`src/dbgc_pkg.sv`:
```
// shared constants and carrier types for the serial debug controller
package dbgc_pkg;
  // debug status/control bit positions
  localparam int SC_ENABLE_BIT = 7;
  localparam int SC_ACTIVE_BIT = 6;
  localparam int SC_BKEN_BIT   = 5;
  localparam int SC_TYPE_BIT   = 4;
  localparam int SC_CLK_BIT    = 3;
  localparam int SC_WS_BIT     = 2;
  localparam int SC_WSF_BIT    = 1;
  localparam int SC_DVF_BIT    = 0;
  // reset values
  localparam logic [7:0]  SC_RESET     = 8'h00;
  localparam logic [15:0] BKPT_RESET   = 16'h0000;
  localparam logic [15:0] RSP_RESET    = 16'h0000;
  // force-reset register
  localparam int          FRC_BIT      = 0;
  localparam logic [7:0]  FRC_RD_VALUE = 8'h00;
  // serial debug command codes
  localparam logic [7:0]  CMD_READ_STATUS   = 8'hE4;
  localparam logic [7:0]  CMD_WRITE_CONTROL = 8'hC4;
  localparam logic [7:0]  CMD_BREAKPOINT_READ_CMD     = 8'hE2;
  localparam logic [7:0]  CMD_BREAKPOINT_WRITE_CMD    = 8'hC2;
  localparam logic [7:0]  CMD_HALT          = 8'h90;
  localparam logic [7:0]  CMD_GO            = 8'h08;

  typedef struct packed {
    logic        valid;
    logic [7:0]  code;
    logic [15:0] data;
  } dbgc_cmd_t;

  typedef struct packed {
    logic        valid;
    logic [15:0] data;
  } dbgc_rsp_t;

  typedef struct packed {
    logic        addr_valid;
    logic        opcode_fetch;
    logic        insn_boundary;
    logic        tag_at_end;
    logic        wait_stop;
    logic [15:0] addr;
  } dbgc_cpu_t;

  typedef struct packed {
    logic       frc_wr;
    logic       frc_rd;
    logic       from_debug;
    logic [7:0] wdata;
    logic       acc_start;
    logic       acc_fail_ws;
  } dbgc_mem_t;

  typedef enum logic [1:0] {
    ST_RUN,
    ST_WAIT_STOP,
    ST_ACTIVE
  } dbgc_state_t;
endpackage : dbgc_pkg

```
`src/dbgc_flag.sv`:
```
// sticky flag where a set in the clear cycle wins
`timescale 1ns/1ps
module dbgc_flag (
  // clock and reset
  input  wire logic clk,
  input  wire logic sys_rst,
  // events
  input  wire logic set,
  input  wire logic clr,
  // state
  output logic      flag_q
);
  always_ff @(posedge clk)
  begin
    if (sys_rst)
      flag_q <= 1'b0;
    else if (set)
      flag_q <= 1'b1;
    else if (clr)
      flag_q <= 1'b0;
  end
endmodule : dbgc_flag

```
`src/dbgc_bkpt.sv`:
```
// breakpoint match address holder and address comparator
`timescale 1ns/1ps
module dbgc_bkpt (
  // clock and reset
  input  wire logic        clk,
  input  wire logic        sys_rst,
  // register load
  input  wire logic        wr_en,
  input  wire logic [15:0] wr_data,
  output logic      [15:0] match_q,
  // cpu address bus
  input  wire logic        addr_valid,
  input  wire logic [15:0] addr,
  input  wire logic        enable,
  output logic             hit
);
  always_ff @(posedge clk)
  begin
    if (sys_rst)
      match_q <= dbgc_pkg::BKPT_RESET;
    else if (wr_en)
      match_q <= wr_data;
  end

  // disabled compare ignores the stored address entirely
  assign hit = enable && addr_valid && (addr == match_q);
endmodule : dbgc_bkpt

```
`src/dbgc_ctrl.sv`:
```
// serial debug controller: status/control, breakpoint, force reset
//
// What this block does
// - eight-bit debug status and control register
// - sixteen-bit breakpoint address register
// - registers reached only by debug commands
// - enable bit frozen while in active mode
// - status bits never written by control command
// - bit 7 gates active mode, reset clears
// - bit 6 shows active debug mode
// - bit 5 clear disables every breakpoint
// - type 1 match halts at instruction boundary
// - type 0 match tags opcode, halts at end
// - bit 3 selects communication clock, reset 0
// - bit 2 shows wait or stop history
// - halt command leaves wait or stop
// - bit 1 flags access lost to wait/stop
// - bit 0 never reports a failure
// - user writes ignored, reads return zero
// - debug write of bit 0 resets MCU
// - code E4 returns status register
// - code C4 loads writable control bits
// - code E2 returns breakpoint address
// - code C2 loads breakpoint address
`timescale 1ns/1ps
module dbgc_ctrl (
  // clock and reset
  input  wire logic                clk,
  input  wire logic                sys_rst,
  // decoded serial debug commands
  input  wire dbgc_pkg::dbgc_cmd_t cmd,
  output dbgc_pkg::dbgc_rsp_t      rsp_q,
  // serial memory path to the force-reset register
  input  wire dbgc_pkg::dbgc_mem_t mem,
  output logic [7:0]               frc_rdata_q,
  output logic                     frc_rvalid_q,
  output logic                     force_reset_q,
  // cpu side
  input  wire dbgc_pkg::dbgc_cpu_t cpu,
  output logic                     cpu_halt_q,
  output logic                     bkpt_tag_q,
  // communication clock choice
  output logic                     comm_clock_select_q
);
  dbgc_pkg::dbgc_state_t state_q;
  dbgc_pkg::dbgc_state_t state_d;
  logic        enable_q;
  logic        bken_q;
  logic        type_q;
  logic        ws_hold_q;
  logic        ws_bit;
  logic        wsf_q;
  logic        pend_q;
  logic        hit;
  logic [15:0] match_q;
  logic [7:0]  status;
  logic        is_rd_status;
  logic        is_wr_ctrl;
  logic        is_rd_bkpt;
  logic        is_wr_bkpt;
  logic        is_halt;
  logic        is_go;
  logic        enter_req;

  // command decode; no memory address reaches these registers
  assign is_rd_status = cmd.valid &&
                        cmd.code == dbgc_pkg::CMD_READ_STATUS;
  assign is_wr_ctrl   = cmd.valid &&
                        cmd.code == dbgc_pkg::CMD_WRITE_CONTROL;
  assign is_rd_bkpt   = cmd.valid &&
                        cmd.code == dbgc_pkg::CMD_BREAKPOINT_READ_CMD;
  assign is_wr_bkpt   = cmd.valid &&
                        cmd.code == dbgc_pkg::CMD_BREAKPOINT_WRITE_CMD;
  assign is_halt      = cmd.valid && cmd.code == dbgc_pkg::CMD_HALT;
  assign is_go        = cmd.valid && cmd.code == dbgc_pkg::CMD_GO;

  // status byte assembly
  always_comb
  begin
    status = dbgc_pkg::SC_RESET;
    status[dbgc_pkg::SC_ENABLE_BIT] = enable_q;
    status[dbgc_pkg::SC_ACTIVE_BIT] = cpu_halt_q;
    status[dbgc_pkg::SC_BKEN_BIT]   = bken_q;
    status[dbgc_pkg::SC_TYPE_BIT]   = type_q;
    status[dbgc_pkg::SC_CLK_BIT]    = comm_clock_select_q;
    status[dbgc_pkg::SC_WS_BIT]     = ws_bit;
    status[dbgc_pkg::SC_WSF_BIT]    = wsf_q;
    status[dbgc_pkg::SC_DVF_BIT]    = 1'b0;
  end

  // enable: reset or a control write with bit 7 clear clears it; frozen while halted
  always_ff @(posedge clk)
  begin
    if (sys_rst)
      enable_q <= 1'b0;
    else if (is_wr_ctrl && state_q != dbgc_pkg::ST_ACTIVE)
      enable_q <= cmd.data[dbgc_pkg::SC_ENABLE_BIT];
  end

  // writable control bits; status bits are not in this path
  always_ff @(posedge clk)
  begin
    if (sys_rst)
    begin
      bken_q              <= 1'b0;
      type_q              <= 1'b0;
      comm_clock_select_q <= 1'b0;
    end
    else if (is_wr_ctrl)
    begin
      bken_q              <= cmd.data[dbgc_pkg::SC_BKEN_BIT];
      type_q              <= cmd.data[dbgc_pkg::SC_TYPE_BIT];
      comm_clock_select_q <= cmd.data[dbgc_pkg::SC_CLK_BIT];
    end
  end

  // breakpoint address register and compare
  dbgc_bkpt u_bkpt (
    .clk        (clk),
    .sys_rst    (sys_rst),
    .wr_en      (is_wr_bkpt),
    .wr_data    (cmd.data),
    .match_q    (match_q),
    .addr_valid (cpu.addr_valid),
    .addr       (cpu.addr),
    .enable     (bken_q),
    .hit        (hit)
  );

  // forced breakpoint waits for the next instruction boundary
  dbgc_flag u_pend (
    .clk     (clk),
    .sys_rst (sys_rst),
    .set     (hit && type_q),
    .clr     (!bken_q || cpu.insn_boundary ||
              state_q == dbgc_pkg::ST_ACTIVE),
    .flag_q  (pend_q)
  );

  // tagged breakpoint marks only the opcode being fetched
  always_ff @(posedge clk)
  begin
    if (sys_rst)
      bkpt_tag_q <= 1'b0;
    else
      bkpt_tag_q <= hit && !type_q && cpu.opcode_fetch;
  end

  // any cause of entry; nothing enters while enable is clear
  assign enter_req = enable_q &&
                     (is_halt ||
                      (pend_q && cpu.insn_boundary) ||
                      (bken_q && cpu.tag_at_end));

  // run / wait-stop / active sequencing
  always_comb
  begin
    state_d = state_q;
    unique case (state_q)
      dbgc_pkg::ST_RUN:
      begin
        if (enter_req)
          state_d = dbgc_pkg::ST_ACTIVE;
        else if (cpu.wait_stop)
          state_d = dbgc_pkg::ST_WAIT_STOP;
      end
      dbgc_pkg::ST_WAIT_STOP:
      begin
        if (is_halt && enable_q)
          state_d = dbgc_pkg::ST_ACTIVE;
        else if (!cpu.wait_stop)
          state_d = dbgc_pkg::ST_RUN;
      end
      dbgc_pkg::ST_ACTIVE:
      begin
        if (is_go)
          state_d = dbgc_pkg::ST_RUN;
      end
      default:
        state_d = dbgc_pkg::ST_RUN;
    endcase
  end

  always_ff @(posedge clk)
  begin
    if (sys_rst)
    begin
      state_q    <= dbgc_pkg::ST_RUN;
      cpu_halt_q <= 1'b0;
    end
    else
    begin
      state_q    <= state_d;
      cpu_halt_q <= state_d == dbgc_pkg::ST_ACTIVE;
    end
  end

  // remembers that active mode was reached from wait or stop
  always_ff @(posedge clk)
  begin
    if (sys_rst)
      ws_hold_q <= 1'b0;
    else if (state_q == dbgc_pkg::ST_WAIT_STOP &&
             state_d == dbgc_pkg::ST_ACTIVE)
      ws_hold_q <= 1'b1;
    else if (state_d != dbgc_pkg::ST_ACTIVE)
      ws_hold_q <= 1'b0;
  end

  assign ws_bit = state_q == dbgc_pkg::ST_WAIT_STOP || ws_hold_q;

  // failure stays visible until the next access starts
  dbgc_flag u_wsf (
    .clk     (clk),
    .sys_rst (sys_rst),
    .set     (mem.acc_fail_ws),
    .clr     (mem.acc_start),
    .flag_q  (wsf_q)
  );

  // register read answers, one cycle after the command
  always_ff @(posedge clk)
  begin
    if (sys_rst)
      rsp_q <= '{valid: 1'b0, data: dbgc_pkg::RSP_RESET};
    else if (is_rd_status)
      rsp_q <= '{valid: 1'b1, data: {8'h00, status}};
    else if (is_rd_bkpt)
      rsp_q <= '{valid: 1'b1, data: match_q};
    else
      rsp_q <= '{valid: 1'b0, data: dbgc_pkg::RSP_RESET};
  end

  // force reset: only a debug-path write acts; reads see zero
  always_ff @(posedge clk)
  begin
    if (sys_rst)
      force_reset_q <= 1'b0;
    else
      force_reset_q <= mem.frc_wr && mem.from_debug &&
                       mem.wdata[dbgc_pkg::FRC_BIT];
  end

  always_ff @(posedge clk)
  begin
    if (sys_rst)
    begin
      frc_rdata_q  <= dbgc_pkg::FRC_RD_VALUE;
      frc_rvalid_q <= 1'b0;
    end
    else
    begin
      frc_rdata_q  <= dbgc_pkg::FRC_RD_VALUE;
      frc_rvalid_q <= mem.frc_rd;
    end
  end
endmodule : dbgc_ctrl

```
`config.mk`:
```
export PLATFORM = sky130hd
export DESIGN_NAME = dbgc_ctrl
export DESIGN_NICKNAME = d
export VERILOG_FILES = /design/src/dbgc_pkg.sv /design/src/dbgc_flag.sv /design/src/dbgc_bkpt.sv /design/src/dbgc_ctrl.sv
export SDC_FILE = /design/constraint.sdc
export NUM_CORES = 1
export LEC_CHECK = 0
export ABC_AREA = 1
export BUFFER_PORTS_ARGS = -buffer_cell sky130_fd_sc_hd__buf_4
export CAP_MARGIN = 30
export CORE_MARGIN = 3
export CORE_UTILIZATION = 47
export DETAILED_ROUTE_END_ITERATION = 6
export PLACE_DENSITY_LB_ADDON = 0.1
export SYNTH_ARGS = -nofsm -noshare
export SYNTH_HDL_FRONTEND = slang
export SYNTH_SLANG_ARGS = --single-unit
```
`constraint.sdc`:
```
create_clock -name clk -period 1.4 [get_ports clk]
set_input_delay 0.28 -clock clk [delete_from_list [all_inputs] [get_ports clk]]
set_output_delay 0.28 -clock clk [all_outputs]
set_load 0.05 [all_outputs]
```
# ---- Word level (Yosys, flattened, before mapping)
# Cells that the tools add are included.
dict set report totals {
  regBits 46
  input_bits 61
}
dict set report op_classes {
  bitwise_logic 1
  eq_ne 12
  reduce_logical 31
  n_mux 14
}
# op n
set op_table {}
lappend op_table {{$eq A8 B8 Y1 const B} 5}
lappend op_table {{$mux W17} 2}
lappend op_table {{$logic_and A1 B1 Y1} 19}
lappend op_table {{$eq A16 B16 Y1} 1}
lappend op_table {{$mux W2} 5}
lappend op_table {{$eq A8 B4 Y1 const B} 1}
lappend op_table {{$mux W1} 6}
lappend op_table {{$pmux W2 S3} 1}
lappend op_table {{$reduce_bool A2 Y1} 3}
lappend op_table {{$logic_or A1 B1 Y1} 5}
lappend op_table {{$eq A2 B2 Y1 const B} 2}
lappend op_table {{$ne A2 B2 Y1 const B} 2}
lappend op_table {{$reduce_or A3 Y1} 1}
lappend op_table {{$eq A2 B1 Y1 const B} 1}
lappend op_table {{$logic_not A1 Y1} 2}
lappend op_table {{$logic_not A2 Y1} 1}
lappend op_table {{$not A1 Y1} 1}

# ---- Depth between registers and ports, before layout
dict set report depth {
  word_depth 10
  mapped_depth 9
  ltp_nobuf 9
}

# ---- Cells and area by module
# Synthesis repeated with hierarchy kept, for this count alone.
dict set report unflattened {
  hier_cells 308
  area_unflattened_um2 2188.3
}
# module area_each_um2 cells_per_inst instances seq_area_each_um2
set modules_own_cells {}
lappend modules_own_cells {dbgc_ctrl 1187.4 165 1 560.5}
lappend modules_own_cells {dbgc_bkpt 920.9 133 1 320.3}
lappend modules_own_cells {dbgc_flag 40.0 5 2 20.0}

# ---- Worst setup path after synthesis
# Ideal clock, no wire load.
dict set report synth_timing {
  kind {in2reg}
  from {in cmd[19] (netlist name)}
  to {reg u_bkpt.match_q[8]}
  arrival_ns 0.996
  n_path_buf 1
  stages 7
  required_ns 1.280
  setup_time_ns 0.120
  path_slack_ns 0.284
  path_cell_list {nor2_2 > nand2_2 > nor2_4 > nand2_2 > buf_6 > o21ai_1 > a21oi_1}
}
dict set report synth_via {
  elab_chain_cells 2
}
# item line
set synth_lines {}
lappend synth_lines {{start, declared} dbgc_ctrl.sv:31} ;# input wire dbgc_pkg::dbgc_cmd_t cmd,
lappend synth_lines {{$eq A8 B8 Y1} dbgc_ctrl.sv:73} ;# cmd.code == dbgc_pkg::CMD_BREAKPOINT_WRITE_CMD;
lappend synth_lines {{$logic_and A1 B1 Y1} dbgc_ctrl.sv:72} ;# assign is_wr_bkpt = cmd.valid &&
lappend synth_lines {{end signal, assigned} dbgc_bkpt.sv:20} ;# match_q <= dbgc_pkg::BKPT_RESET;
lappend synth_lines {{end signal, assigned} dbgc_bkpt.sv:22} ;# match_q <= wr_data;
lappend synth_lines {{end, declared} dbgc_bkpt.sv:10} ;# output logic [15:0] match_q,
# No other way between the ends.
# A chain may end at the register's enable or synchronous reset.

# ---- Final worst setup path
dict set report layout_timing {
  from {reg comm_clock_select_q}
  to {out comm_clock_select_q}
}
# item line
set layout_lines {}
lappend layout_lines {{start, declared} dbgc_ctrl.sv:43} ;# output logic comm_clock_select_q
lappend layout_lines {{start signal, assigned} dbgc_ctrl.sv:113} ;# comm_clock_select_q <= cmd.data[dbgc_pkg::SC_CLK_BIT];
# No word-level cell between the ends.

==> impl_metrics.env <==
export IMPL_status="finished, final reports clean"
export IMPL_worst_path_buf_inv=1
export IMPL_synth_top_cell_area_share=0.450
export IMPL_synth_compound_area_frac=0.147
export IMPL_gp_congestion=0.827
export IMPL_layout_min_cycle_time_ns=1.12
export IMPL_largest_register_ff_count=17
export IMPL_core_area_um2=4120
export IMPL_fillers=390
export IMPL_drtPass1Iterations=4
export IMPL_path_class="register to output port"
export IMPL_finalMaxSlewViolations=0
export IMPL_yosysUniqueCellTypes=27
export IMPL_path_max_fanout=2
export IMPL_yosysTopAreaCell="dfxtp_1"
export IMPL_dp_slack_ns=0.0519
export IMPL_ys_warn_count=0
export IMPL_numCtsBuffers=5
export IMPL_crit_required_ns=1.12
export IMPL_cts_tree="built"
export IMPL_clk_pin_slew_ns=0.08
export IMPL_grt_antenna_before_repair=0
export IMPL_power_total_mw=2.43
export IMPL_synth_adder_area_share=0
export IMPL_power_share_switching=0.242
export IMPL_via_count=1858
export IMPL_startpoint_type="register"
export IMPL_place_inst=393
export IMPL_clkPwrFrac=0.341
export IMPL_clock_sinks=46
export IMPL_critPathArrivalTime_ns=0.84
export IMPL_syn_avg_cell_area_um2=7.56
export IMPL_cpLargestDelayFamily="flip-flops"
export IMPL_initial_core_util=0.498
export IMPL_grt_pass1_vias=1661
export IMPL_cts_root_buf="clkbuf_8"
export IMPL_finClkSkew_ns=0.00786
export IMPL_timing_rr_start="u_bkpt.match_q[7]"
export IMPL_synth_seq_cells=46
export IMPL_first_iter_violations=93
export IMPL_dieArea_um2=5190
export IMPL_ctsHtreeMaxLevel=2
export IMPL_p_sw_mw=0.590
export IMPL_r2r_cells=8
export IMPL_antenna_cells=0
export IMPL_portBuffers=75
export IMPL_worstHoldStart="mem[11]"
export IMPL_p_comb_frac=0.119
export IMPL_wl_per_cell_um=11.2
export IMPL_final_core_util=0.666
export IMPL_grt_overflow_total=0
export IMPL_syn_instance_count=271
export IMPL_end_kind="output port"
export IMPL_fp_row_count=23
export IMPL_ios=91
export IMPL_intPower_mw=1.84
export IMPL_ctsLongestPathBuffers=2
export IMPL_whs_path_depth=3
export IMPL_r2r_setup_slack_ns=0.30
export IMPL_finalCritPeriodShare=0.802
export IMPL_max_freq_mhz=891
export IMPL_rsz0062_at_grt="false"
export IMPL_clk_latency_ns=0.29
export IMPL_post_cts_resize_count=0
export IMPL_hold_path_class="input pin to register"
export IMPL_setup_slack_ns=0.278
export IMPL_ys_seq_area_frac=0.450
export IMPL_finalNetCount=411
export IMPL_min_to="frc_rvalid_q"
export IMPL_die_h_um=72.0
export IMPL_fin_area_um2=2740
export IMPL_synthXorXnorAreaFrac=0.0171
export IMPL_cts_hold_buf=0
export IMPL_drc=0
export IMPL_maxCapViolations=0
export IMPL_vias_per_cell=4.63
export IMPL_routed_wl_mm=4.48
export IMPL_largestRegisters="rsp_q: 17 flops, u_bkpt.match_q: 16 flops, state_q: 2 flops"
export IMPL_ant_nets=0
export IMPL_p_leak_nw=1.27
export IMPL_r2r_end="u_pend.flag_q"
export IMPL_p_per_area_nw_per_um2=889
export IMPL_synth_simple_area_share=0.253
export IMPL_grt_usage=0.171
export IMPL_power_frac_seq=0.541
export IMPL_whs_ns=0.190
export IMPL_ir_drop_v=0.000520
export IMPL_die_w_um=72.0
export IMPL_areaGrowthSynthToFinish_pct=33.7
export IMPL_drive_gt1_frac=0.322
export IMPL_synth_top_family_by_area="simple AND/OR/NAND/NOR gates"
export IMPL_critPathMaxStageDelay_ns=0.35
export IMPL_netlist_area_um2=2050
export IMPL_grt_max_degree=33
export IMPL_path_cells="buf_4"
export IMPL_postCtsSetupBuffers=0
export IMPL_tns_ns=0
export IMPL_placed_area_um2=2640
export IMPL_regMostFlops="rsp_q"
export IMPL_setup_violations=0
export IMPL_dpl_hpwl_mm=3.56
export IMPL_final_cells=401
export IMPL_cp_slowest_cell="dfxtp_1"
export IMPL_synth_area_mux_share=0
export IMPL_grt_pass1_wl_mm=7.09
export IMPL_synthTopCellsByArea="dfxtp_1 (45%), nand2_1 (7.1%), inv_1 (7.0%), nor2_1 (5.3%), a21oi_1 (5.1%)"
export IMPL_hold_viol_final=0
power by group through the flow:
stage | clock network, mW | registers (mW) | logic, mW
2_1_floorplan | 0 | 1.36 | 0.149
3_3_place_gp | 0 | 1.35 | 0.288
3_5_place_dp | 0 | 1.35 | 0.291
4_1_cts | 0.847 | 1.32 | 0.292
5_1_grt | 0.895 | 1.32 | 0.318
6_report | 0.829 | 1.32 | 0.289
worst register-to-register path, stage by stage, from the launching register on:
cell and delay, ns:
dfxtp_1 0.33, inv_1 0.07, nand2_1 0.06, nand2_1 0.05, nor2_1 0.08, nand2_1 0.06
nor2_1 0.16, nand4_1 0.15, nand2_1 0.09
logic make-up after synthesis:
family                    Yosys count
AOI/OAI and AO/OA                  57
buffers and inverters              55
DFF                                46
xor gates and xnor gates            4
and+or+nand+nor                   108
other                               1
per-layer routing:
metal | GRT usage | up-vias | share of wire
li1 | - | 996 | -
met1 | 0.222 | 809 | 0.45
met2 | 0.284 | 51 | 0.47
met4 | 0.0438 | 0 | 0.0051
met5 | 0 | - | 0
met3 | 0.0457 | 2 | 0.068
layout make-up:
type                            instances  area, µm²  share of cell area
Sequential cell                        46        921               0.336
Multi-Input combinational cell        177        885               0.323
Timing Repair Buffer                   80        626               0.228
Inverter                               40        150              0.0548
Clock buffer                            6       82.6              0.0302
Tap cell                               50       62.6              0.0228
Clock inverter                          2       12.5             0.00457
Yosys cell counts:
library cell and instances:
buf_4 8, a21oi_1 21, nand4_1 3, buf_2 2, xor2_1 4, buf_6 4
clkbuf_1 1, o21ai_0 16, nand2_1 39, o21bai_1 2, nand3_2 1, dfxtp_1 46
inv_2 2, nand3_1 12, o21ai_1 14, nand4_4 1, nor2_2 12, conb_1 1
nor3_1 2, nand2_2 3, nor2_4 2, o22ai_2 1, or2_2 3, o22ai_1 3
nand3b_1 1, inv_1 38, nor2_1 29
how the worst max path moves through the flow:
| stage | startpoint | to | slack, ns | depth (start not counted) |
|---|---|---|---|---|
| final | comm_clock_select_q | comm_clock_select_q | 0.28 | 1 |
| after floorplan | cmd[19] | u_bkpt.match_q[8] | 0.28 | 7 |
| after global routing | u_bkpt.match_q[15] | u_pend.flag_q | 0.16 | 8 |
| after global placement | cmd[21] | u_bkpt.match_q[0] | 0.07 | 8 |
| after detailed placement | cmd[21] | u_bkpt.match_q[1] | 0.05 | 8 |
| after CTS | comm_clock_select_q | comm_clock_select_q | 0.27 | 1 |
layout by cell type (no fill, tap or decap), drive strengths merged:
cell type / netlist / layout
nor3: 2 / 2
xor2: 4 / 4
a21oi: 21 / 21
clkinvlp: 0 / 1
clkinv: 0 / 1
inv: 40 / 40
nand2: 42 / 42
nor2: 43 / 43
dfxtp: 46 / 46
o21ai: 30 / 30
nand4: 4 / 4
buf: 14 / 80
o21bai: 2 / 2
conb: 1 / 8
o22ai: 4 / 4
clkbuf: 1 / 6
nand3: 13 / 13
or2: 3 / 3
nand3b: 1 / 1
Power figures use the tool's default switching activity.
